File: config.mk
export PLATFORM = sky130hd
export DESIGN_NAME = split_reload_timer
export DESIGN_NICKNAME = d
export VERILOG_FILES = /design/src/include/timer_pkg.sv /design/src/hdl/clk_sync.sv /design/src/hdl/byte_counter.sv /design/src/hdl/split_reload_timer.sv
export VERILOG_INCLUDE_DIRS = /design/src /design/src/include
export SDC_FILE = /design/constraint.sdc
export NUM_CORES = 1
export LEC_CHECK = 0
export ABC_CLOCK_PERIOD_IN_PS = 2700
export BUFFER_PORTS_ARGS = -buffer_cell sky130_fd_sc_hd__buf_2
export CORE_AREA = 2 2 102 104
export CTS_CLUSTER_SIZE = 16
export DETAILED_ROUTE_END_ITERATION = 10
export DIE_AREA = 0 0 104 106
export GPL_TIMING_DRIVEN = 1
export PLACE_DENSITY = 0.79
export SYNTH_ARGS = -nofsm -noshare
export SYNTH_HDL_FRONTEND = slang
export SYNTH_SLANG_ARGS = --single-unit
File: constraint.sdc
create_clock -name aclk -period 2.7 [get_ports aclk]
set_clock_uncertainty 0.2 [all_clocks]
set_input_delay 0.135 -clock aclk [delete_from_list [all_inputs] [get_ports aclk]]
set_output_delay 0.135 -clock aclk [all_outputs]
set_load 0.005 [all_outputs]
File: src/include/timer_params.svh
`ifndef TIMER_PARAMS_SVH
`define TIMER_PARAMS_SVH
// ==========================================================
// Register indices (byte address is four times the index)
`define IDX_CTL      10'h091
`define IDX_REL_L    10'h092
`define IDX_REL_H    10'h093
`define IDX_CNT_L    10'h094
`define IDX_CNT_H    10'h095
`define IDX_CFG      10'h096
`define IDX_STATUS   10'h097
`define IDX_MASK     10'h098
// ==========================================================
// Reset values
`define CTL_RESET    8'h00
`define CFG_RESET    8'h00
`define MASK_RESET   3'h7
// ==========================================================
// Config register field positions and writable bits
`define CFG_HIGH_SEL 0
`define CFG_LOW_SEL  1
`define CFG_SUSPEND  2
`define CFG_IRQ_EN   7
`define CFG_WMASK    8'h87
// ==========================================================
// Status and mask bit positions
`define ST_HIGH      0
`define ST_LOW       1
`define ST_CAP       2
// ==========================================================
// Timing counts
`define DIV12_LAST   4'hb
`define DIV8_LAST    3'h7
// ==========================================================
// Bus responses
`define RESP_OKAY    2'h0
`define RESP_SLVERR  2'h2
`endif

File: src/include/timer_pkg.sv
package timer_pkg;
  // ========================================================
  // Control register layout
  typedef struct packed {
    logic       hi_flag;    // high_byte_overflow_flag
    logic       lo_flag;    // low_byte_overflow_flag
    logic       lo_int_en;  // low_byte_interrupt_enable
    logic       cap_en;     // lfo_capture_enable
    logic       split;      // split_mode_select
    logic       run;        // run_bit
    logic [1:0] xclk;       // alternate_clock_select
  } ctl_t;
  // ========================================================
  // Alternate clock codes
  typedef enum logic [1:0] {
    XCLK_DIV12 = 2'h0,
    XCLK_EXT8  = 2'h1,
    XCLK_RSVD  = 2'h2,
    XCLK_LFO8  = 2'h3
  } xclk_t;
endpackage

File: src/hdl/clk_sync.sv
`timescale 1ns/10ps
`include "timer_params.svh"
// Three-stage synchroniser with edge pulses and a divide-by-8 tick
module clk_sync (
  input  wire logic aclk,
  input  wire logic aresetn,
  input  wire logic async_in,  // Raw pin level
  input  wire logic bypass,    // Suspend: skip agreement filter
  output logic      rise,      // One-cycle rising pulse
  output logic      fall,      // One-cycle falling pulse
  output logic      div_tick   // Every eighth rising edge
);
  logic       s1_r, s2_r, s3_r;  // Synchroniser stages
  logic       lvl_r, lvl_nxt;    // Filtered level
  logic       prv_r;             // Previous filtered level
  logic [2:0] div_r, div_nxt;    // Divide-by-8 counter

  // ========================================================
  // Next state; first stage feeds the second stage only
  always_comb begin
    lvl_nxt = lvl_r;
    // Suspend trades the filter for latency
    if (bypass) begin
      lvl_nxt = s2_r;
    end else if (s2_r == s3_r) begin
      lvl_nxt = s3_r;
    end
    div_nxt = rise ? div_r + 3'h1 : div_r;
  end

  assign rise     = lvl_r & ~prv_r;
  assign fall     = ~lvl_r & prv_r;
  assign div_tick = rise && (div_r == `DIV8_LAST);

  // ========================================================
  // Registers
  always_ff @(posedge aclk) begin
    if (!aresetn) begin
      s1_r  <= 1'b0;
      s2_r  <= 1'b0;
      s3_r  <= 1'b0;
      lvl_r <= 1'b0;
      prv_r <= 1'b0;
      div_r <= 3'h0;
    end else begin
      s1_r  <= async_in;
      s2_r  <= s1_r;
      s3_r  <= s2_r;
      lvl_r <= lvl_nxt;
      prv_r <= lvl_r;
      div_r <= div_nxt;
    end
  end
endmodule

File: src/hdl/byte_counter.sv
`timescale 1ns/10ps
// One counter byte with reload and software load
module byte_counter #(
  parameter int W = 8
) (
  input  wire logic         aclk,
  input  wire logic         aresetn,
  input  wire logic         inc,        // Count enable
  input  wire logic         reload,     // Load reload value
  input  wire logic [W-1:0] reload_val,
  input  wire logic         wr,         // Software load, wins
  input  wire logic [W-1:0] wr_val,
  output logic      [W-1:0] count,
  output logic              wrap        // All ones and counting
);
  logic [W-1:0] cnt_r, cnt_nxt;  // Count value

  // ========================================================
  // Next count
  always_comb begin
    cnt_nxt = cnt_r;
    if (wr) begin
      cnt_nxt = wr_val;
    end else if (reload) begin
      cnt_nxt = reload_val;
    end else if (inc) begin
      cnt_nxt = cnt_r + {{(W-1){1'b0}}, 1'b1};
    end
  end

  assign wrap  = inc && (&cnt_r);
  assign count = cnt_r;

  // ========================================================
  // Register
  always_ff @(posedge aclk) begin
    if (!aresetn) begin
      cnt_r <= '0;
    end else begin
      cnt_r <= cnt_nxt;
    end
  end
endmodule

File: src/hdl/split_reload_timer.sv
`timescale 1ns/10ps
`include "timer_params.svh"
// Functional notes
// - High byte rollover sets high flag
// - High flag set requests interrupt when enabled
// - Flags stay set until software clears
// - Low byte rollover sets low flag always
// - Low interrupt enable adds low overflow interrupt
// - Capture copies count on LOW_FREQUENCY_OSCILLATOR falling edge
// - Split bit picks one or two counters
// - Run gates counter; split gates high only
// - Alternate field picks div12, ext8, LFO8
// - Sources synchronised always; suspend skips only the agreement filter
// - Alternate field shared; per-byte selects independent
// - Sixteen-bit rollover loads reload pair
// - Split overflow reloads each byte separately
// - Per-byte select one picks system clock
// - No timer interrupt while enable clear
module split_reload_timer #(
  parameter int AW = 12
) (
  input  wire logic          aclk,
  input  wire logic          aresetn,
  input  wire logic          ext_osc_in,  // External oscillator pin
  input  wire logic          lfo_in,      // Low-frequency oscillator
  input  wire logic          awvalid,
  output logic               awready,
  input  wire logic [AW-1:0] awaddr,
  input  wire logic          wvalid,
  output logic               wready,
  input  wire logic [31:0]   wdata,
  input  wire logic [3:0]    wstrb,
  output logic               bvalid,
  input  wire logic          bready,
  output logic [1:0]         bresp,
  input  wire logic          arvalid,
  output logic               arready,
  input  wire logic [AW-1:0] araddr,
  output logic               rvalid,
  input  wire logic          rready,
  output logic [31:0]        rdata,
  output logic [1:0]         rresp,
  output logic               irq          // Level interrupt
);
  import timer_pkg::*;

  // ========================================================
  // Declarations
  logic          aw_hold_r, aw_hold_nxt;   // Address held
  logic [AW-1:0] aw_addr_r, aw_addr_nxt;
  logic          w_hold_r, w_hold_nxt;     // Data held
  logic [7:0]    w_data_r, w_data_nxt;
  logic          w_lane_r, w_lane_nxt;     // Byte lane 0 strobe
  logic          awready_r, awready_nxt;
  logic          wready_r, wready_nxt;
  logic          bvalid_r, bvalid_nxt;
  logic [1:0]    bresp_r, bresp_nxt;
  logic          arready_r, arready_nxt;
  logic          rvalid_r, rvalid_nxt;
  logic [31:0]   rdata_r, rdata_nxt;
  logic [1:0]    rresp_r, rresp_nxt;
  logic          do_wr;                    // Write commits now
  logic [9:0]    wr_idx;
  logic          ctl_wr, st_wr;            // Register write strobes
  ctl_t          ctl_r, ctl_nxt;           // timer_three_control
  logic [7:0]    cfg_r, cfg_nxt;           // Clock selects and enable
  logic [2:0]    st_r, st_nxt;             // Sticky events
  logic [2:0]    mask_r, mask_nxt;
  logic [7:0]    rel_l_r, rel_l_nxt;       // reload_low_byte
  logic [7:0]    rel_h_r, rel_h_nxt;       // reload_high_byte
  logic          irq_r, irq_nxt;
  logic [3:0]    div_r, div_nxt;           // Divide-by-12 counter
  logic          tick12;
  logic          ext_tick, lfo_tick, lfo_fall;
  logic          tick_l, tick_h;           // Per-byte count enables
  logic          inc_l, inc_h, wrap_l, wrap_h, reload_l;
  logic [7:0]    cnt_l, cnt_h;             // Count bytes
  logic          cap_evt;                  // Capture this cycle
  logic [2:0]    events;

  // Source for one byte: system clock or alternate
  function automatic logic pick_tick(input logic sys_sel, input logic [1:0] xclk,
                                     input logic t12, input logic te, input logic tl);
    logic t;
    t = 1'b0;
    if (sys_sel) begin
      t = 1'b1;
    end else begin
      case (xclk)
        XCLK_DIV12: t = t12;
        XCLK_EXT8:  t = te;
        XCLK_LFO8:  t = tl;
        default:    t = 1'b0;        // Reserved code stops counting
      endcase
    end
    return t;
  endfunction

  // ========================================================
  // Clock sources
  clk_sync u_ext_sync (
    .aclk     (aclk),
    .aresetn  (aresetn),
    .async_in (ext_osc_in),
    .bypass   (cfg_r[`CFG_SUSPEND]),
    .rise     (),
    .fall     (),
    .div_tick (ext_tick)
  );

  clk_sync u_lfo_sync (
    .aclk     (aclk),
    .aresetn  (aresetn),
    .async_in (lfo_in),
    .bypass   (cfg_r[`CFG_SUSPEND]),
    .rise     (),
    .fall     (lfo_fall),
    .div_tick (lfo_tick)
  );

  assign tick12 = (div_r == `DIV12_LAST);

  // In 16-bit mode the whole counter follows the low byte select
  always_comb begin
    div_nxt = tick12 ? 4'h0 : div_r + 4'h1;
    tick_l  = pick_tick(cfg_r[`CFG_LOW_SEL], ctl_r.xclk, tick12, ext_tick, lfo_tick);
    tick_h  = pick_tick(cfg_r[`CFG_HIGH_SEL], ctl_r.xclk, tick12, ext_tick,
                        lfo_tick);
  end

  // ========================================================
  // Counter structure
  always_comb begin
    if (ctl_r.split) begin
      inc_l    = tick_l;
      inc_h    = ctl_r.run && tick_h;
      reload_l = wrap_l;
    end else begin
      inc_l    = ctl_r.run && tick_l;
      inc_h    = wrap_l;             // Carry from low byte
      reload_l = wrap_h;
    end
  end

  byte_counter #(.W(8)) u_cnt_l (
    .aclk       (aclk),
    .aresetn    (aresetn),
    .inc        (inc_l),
    .reload     (reload_l),
    .reload_val (rel_l_r),
    .wr         (do_wr && w_lane_r && (wr_idx == `IDX_CNT_L)),
    .wr_val     (w_data_r),
    .count      (cnt_l),
    .wrap       (wrap_l)
  );

  byte_counter #(.W(8)) u_cnt_h (
    .aclk       (aclk),
    .aresetn    (aresetn),
    .inc        (inc_h),
    .reload     (wrap_h),
    .reload_val (rel_h_r),
    .wr         (do_wr && w_lane_r && (wr_idx == `IDX_CNT_H)),
    .wr_val     (w_data_r),
    .count      (cnt_h),
    .wrap       (wrap_h)
  );

  // ========================================================
  // Write channel: address and data taken in either order
  assign do_wr  = aw_hold_r && w_hold_r && !bvalid_r;
  assign wr_idx = aw_addr_r[11:2];
  assign ctl_wr = do_wr && w_lane_r && (wr_idx == `IDX_CTL);
  assign st_wr  = do_wr && w_lane_r && (wr_idx == `IDX_STATUS);

  always_comb begin
    aw_hold_nxt = aw_hold_r;
    aw_addr_nxt = aw_addr_r;
    w_hold_nxt  = w_hold_r;
    w_data_nxt  = w_data_r;
    w_lane_nxt  = w_lane_r;
    bvalid_nxt  = bvalid_r;
    bresp_nxt   = bresp_r;
    if (awvalid && awready_r) begin
      aw_hold_nxt = 1'b1;
      aw_addr_nxt = awaddr;
    end
    if (wvalid && wready_r) begin
      w_hold_nxt = 1'b1;
      w_data_nxt = wdata[7:0];
      w_lane_nxt = wstrb[0];
    end
    if (bvalid_r && bready) begin
      bvalid_nxt = 1'b0;
    end
    if (do_wr) begin
      aw_hold_nxt = 1'b0;
      w_hold_nxt  = 1'b0;
      bvalid_nxt  = 1'b1;
      // Unmapped words answer with an error and change nothing
      bresp_nxt   = (wr_idx >= `IDX_CTL && wr_idx <= `IDX_MASK) ? `RESP_OKAY
                                                               : `RESP_SLVERR;
    end
    awready_nxt = !aw_hold_nxt;
    wready_nxt  = !w_hold_nxt;
  end

  // ========================================================
  // Read channel: data one cycle after the address is taken
  always_comb begin
    arready_nxt = arready_r;
    rvalid_nxt  = rvalid_r;
    rdata_nxt   = rdata_r;
    rresp_nxt   = rresp_r;
    if (rvalid_r && rready) begin
      rvalid_nxt  = 1'b0;
      arready_nxt = 1'b1;
    end
    if (arvalid && arready_r) begin
      arready_nxt = 1'b0;
      rvalid_nxt  = 1'b1;
      rresp_nxt   = `RESP_OKAY;
      case (araddr[11:2])
        `IDX_CTL:    rdata_nxt = {24'h0, ctl_r};
        `IDX_REL_L:  rdata_nxt = {24'h0, rel_l_r};
        `IDX_REL_H:  rdata_nxt = {24'h0, rel_h_r};
        `IDX_CNT_L:  rdata_nxt = {24'h0, cnt_l};
        `IDX_CNT_H:  rdata_nxt = {24'h0, cnt_h};
        `IDX_CFG:    rdata_nxt = {24'h0, cfg_r};
        `IDX_STATUS: rdata_nxt = {29'h0, st_r};
        `IDX_MASK:   rdata_nxt = {29'h0, mask_r};
        default: begin
          rdata_nxt = 32'h0;
          rresp_nxt = `RESP_SLVERR;
        end
      endcase
    end
    // Ready whenever no read answer is pending, so it rises after reset
    arready_nxt = !rvalid_nxt;
  end

  // ========================================================
  // Control, reload, config and interrupt state
  assign cap_evt = ctl_r.cap_en && lfo_fall;
  assign events  = {cap_evt, wrap_l && ctl_r.lo_int_en, wrap_h};

  always_comb begin
    ctl_nxt   = ctl_r;
    rel_l_nxt = rel_l_r;
    rel_h_nxt = rel_h_r;
    cfg_nxt   = cfg_r;
    mask_nxt  = mask_r;
    if (ctl_wr) begin
      ctl_nxt = ctl_t'(w_data_r);
    end
    // Hardware set applied after the write so it wins
    if (wrap_h || cap_evt) begin
      ctl_nxt.hi_flag = 1'b1;
    end
    if (wrap_l) begin
      ctl_nxt.lo_flag = 1'b1;
    end
    if (do_wr && w_lane_r && wr_idx == `IDX_REL_L) begin
      rel_l_nxt = w_data_r;
    end
    if (do_wr && w_lane_r && wr_idx == `IDX_REL_H) begin
      rel_h_nxt = w_data_r;
    end
    if (cap_evt) begin
      rel_l_nxt = cnt_l;
      rel_h_nxt = cnt_h;
    end
    if (do_wr && w_lane_r && wr_idx == `IDX_CFG) begin
      cfg_nxt = w_data_r & `CFG_WMASK;
    end
    if (do_wr && w_lane_r && wr_idx == `IDX_MASK) begin
      mask_nxt = w_data_r[2:0];
    end
    // Write one to clear; a new event in the same cycle survives
    st_nxt  = (st_r & ~(st_wr ? w_data_r[2:0] : 3'h0)) | events;
    // Single gate on the shared enable
    irq_nxt = cfg_r[`CFG_IRQ_EN] && |(st_r & mask_r);
  end

  // ========================================================
  // Registers
  always_ff @(posedge aclk) begin
    if (!aresetn) begin
      aw_hold_r <= 1'b0;
      aw_addr_r <= '0;
      w_hold_r  <= 1'b0;
      w_data_r  <= 8'h00;
      w_lane_r  <= 1'b0;
      awready_r <= 1'b0;
      wready_r  <= 1'b0;
      bvalid_r  <= 1'b0;
      bresp_r   <= `RESP_OKAY;
      arready_r <= 1'b0;
      rvalid_r  <= 1'b0;
      rdata_r   <= 32'h0;
      rresp_r   <= `RESP_OKAY;
      ctl_r     <= ctl_t'(`CTL_RESET);
      cfg_r     <= `CFG_RESET;
      st_r      <= 3'h0;
      mask_r    <= `MASK_RESET;
      rel_l_r   <= 8'h00;
      rel_h_r   <= 8'h00;
      irq_r     <= 1'b0;
      div_r     <= 4'h0;
    end else begin
      aw_hold_r <= aw_hold_nxt;
      aw_addr_r <= aw_addr_nxt;
      w_hold_r  <= w_hold_nxt;
      w_data_r  <= w_data_nxt;
      w_lane_r  <= w_lane_nxt;
      awready_r <= awready_nxt;
      wready_r  <= wready_nxt;
      bvalid_r  <= bvalid_nxt;
      bresp_r   <= bresp_nxt;
      arready_r <= arready_nxt;
      rvalid_r  <= rvalid_nxt;
      rdata_r   <= rdata_nxt;
      rresp_r   <= rresp_nxt;
      ctl_r     <= ctl_nxt;
      cfg_r     <= cfg_nxt;
      st_r      <= st_nxt;
      mask_r    <= mask_nxt;
      rel_l_r   <= rel_l_nxt;
      rel_h_r   <= rel_h_nxt;
      irq_r     <= irq_nxt;
      div_r     <= div_nxt;
    end
  end

  assign awready = awready_r;
  assign wready  = wready_r;
  assign bvalid  = bvalid_r;
  assign bresp   = bresp_r;
  assign arready = arready_r;
  assign rvalid  = rvalid_r;
  assign rdata   = rdata_r;
  assign rresp   = rresp_r;
  assign irq     = irq_r;
endmodule

==> flow_metrics.tcl <==
set metrics [dict create \
    status "completed" \
    area_growth_pct 14.6 \
    hold_viol 0 \
    post_cts_buffers 0 \
    crit_required_ps 2750 \
    grt_overflow 0 \
    dieArea_mm2 0.0110 \
    cp_common_cell "ha_1" \
    rsz0062_at_grt "no" \
    numCtsBuffers 9 \
    fp-row-count 37 \
    cp_data_arrival_time_ps 2490 \
    core_area_mm2 0.0100 \
    setup_tns_ps 0 \
    grt_start_max_net_pins 51 \
    max_freq_mhz 410 \
    synthFlopType "dfxtp_1" \
    cp_cell_sequence "ha_1 > ha_1 > nor4bb_1 > o21ai_1 > a21oi_1 > or2_4 > mux2i_1 > o22ai_1" \
    h-tree-depth 3 \
    drt-pass1-iter-count 5 \
    multi_input_area_mm2 0.00288 \
    clk_path_buf_depth 2 \
    drt.antenna.violating_nets 0 \
    clock_latency_ps 380 \
    max_stage_delay_ps 370 \
    syn_area_per_cell_um2 8.47 \
    drc 0 \
    fin_crit_sh 0.903 \
    ys_async_sr_fraction 0 \
    synth_edf_count 0 \
    grt_pass1_wl_um 22200 \
    layout-drive-gt1-share 0.152 \
    grt_util_all_layers 0.250 \
    num_vias 4732 \
    num_io_pins 111 \
    syn_area_mm2 0.00531 \
    routed_wl_um 13600 \
    regArea_mm2 0.00214 \
    cellPowerDensity_mw_per_mm2 478 \
    path_max_fanout 9 \
    diodes 0 \
    synthTopCellsByArea "dfxtp_1 40%, mux2i_1 8.5%, a21oi_1 5.3%" \
    drt_iter0_drc 404 \
    n_fill_cell 906 \
    slowest_stage "dfxtp_1" \
    layout.nets 774 \
    portBuffers 53 \
    synth_common_cells "107 x dfxtp_1, 74 x nor2_1, 73 x nand2_1, 56 x a21oi_1, 45 x mux2i_1" \
    cp-start-kind "register" \
    slew_headroom 0.641 \
    p_leak_nw 2.38 \
    crit_path_end_kind "register" \
    finalSetupViolations 0 \
    slew_violations 0 \
    yosys.area.top_type "dfxtp_1" \
    drv_cap 0 \
    routedWlPerCell_um 16.2 \
    synth-seq-area-share 0.403 \
    die_width_um 104 \
    hpwl_um 9600 \
    cts_num_sinks 107 \
    critical_path_class "reg -> reg" \
    vias_per_cell 5.64 \
    grt_pass1_vias 4510 \
    fin_crit_ps 2440 \
    start_util 0.531 \
    power_w 0.00291 \
    fp.dieH_um 106 \
    syn-instance-count 627 \
    routabilityCongestion 0.914 \
    yosysWarnings 0 \
    root_buffer "clkbuf_8" \
    synth_top_area_frac 0.403 \
    vdd_drop_max_uv 310 \
    cts_tree "done" \
    hold_path.class "in -> reg" \
    worst_slew_pin_slew_ps 538 \
    yosysMostFrequentCell "dfxtp_1" \
    cts.clk_slew.worst_paths_ps 110 \
    antenna_found_initial 0 \
    ys_seq_elements 107 \
    synthDistinctLibCells 63 \
]
cells in the final DEF (no fill, tap or decap), types with 8 or more instances in the layout:
cell type,Yosys,routed
a211oi_1,17,17
clkbuf_8,0,9
dfxtp_1,107,107
mux2i_1,45,45
nand3_1,9,9
dlygate4sd3_1,0,26
inv_1,15,14
nand2_1,73,73
a31oi_1,9,9
buf_2,4,53
nor2_1,74,74
o21ai_0,36,36
a21oi_1,56,56
buf_4,28,13
conb_1,1,26
nor3_1,8,8
and2_1,18,18
logic make-up (layout without fill, tap and decap cells):
logic type	Yosys count	in the layout	synth area share
AO/OA/AOI/OAI	152	152	0.175
XOR/XNOR	6	6	0.00989
adder cells (fa/ha/maj)	7	7	0.0165
buffers and inverters	72	123	0.0730
flip-flops	107	107	0.403
multiplexers	54	54	0.110
other	1	26	0.000706
AND/OR/NAND/NOR	228	228	0.212
worst max-delay path, delay by kind of cell (launching register included):
family | cells | cell delay (ps)
adder cells (fa/ha/maj) | 2 | 270
AND/OR/NAND/NOR | 2 | 600
flip-flops | 1 | 370
multiplexers | 1 | 200
AO/OA/AOI/OAI | 3 | 660
final timing paths:
check / start / endpoint / slack [ps] / cells after the start
max reg2reg: u_ext_sync.div_r[0]$_SDFFE_PN0P_ / u_cnt_h.count[7]$_SDFFE_PN0P_ / 260 / 8
max: u_ext_sync.div_r[0]$_SDFFE_PN0P_ / u_cnt_h.count[7]$_SDFFE_PN0P_ / 260 / 8
min reg2reg: u_ext_sync.s1_r$_SDFF_PN0_ / u_ext_sync.s2_r$_SDFF_PN0_ / 250 / 1
min: wvalid / w_lane_r$_SDFFE_PN0P_ / 20 / 4
where the power goes:
part	leakage, nW	internal, W	switching (W)
Sequential	0.867	0.00161	0.0000322
Combinational	1.40	0.0000948	0.000120
Clock	0.107	0.000455	0.000599
routing by layer:
metal / vias to the layer above / track usage / routed length (um)
met3: 40 / 0.0564 / 1030
met1: 2211 / 0.312 / 5670
met5: - / 0 / 0
met2: 187 / 0.419 / 6440
li1: 2294 / - / -
met4: 0 / 0.106 / 429
cell type report:
cell class	count	share of cell area
multi-input cells	473	0.473
flip-flops and latches	107	0.352
repair buffers	92	0.102
well taps	136	0.0279
clock buffers	9	0.0203
clock inverters	7	0.0154
inverters	15	0.00925
sequential cells by signal, indices dropped and copies added (netlist names), 3 cells and up:
name,count
st_r,3
mask_r,3
rdata,8
aw_addr_r,10
u_lfo_sync.div_r,3
u_ext_sync.div_r,3
u_cnt_h.count,8
div_r,4
rel_l_r,8
w_data_r,8
cfg_r,4
ctl_r,8
u_cnt_l.count,8
rel_h_r,8
through the flow:
stage | util | hold WS [ps] | std cells | worst slack [ps] | instance area [um2]
finish | 0.609 | 15.4 | 839 | 262 | 6090
global route | 0.609 | 57.4 | 839 | 89.3 | 6090
CTS | 0.609 | 20.6 | 839 | 118 | 6090
detailed placement | 0.561 | 147 | 797 | 158 | 5610
global placement | 0.561 | 142 | 797 | 195 | 5610
floorplan | - | 62.3 | 652 | 460 | 5410
timing repair:
item / 4_1_cts / 5_1_grt
endpoints found under the hold margin: 32 / 0
hold buffers: 26 / 0
resized for setup: 0 / 1
endpoints found under the setup margin: 0 / 8
(Power assumes the default switching activity.)
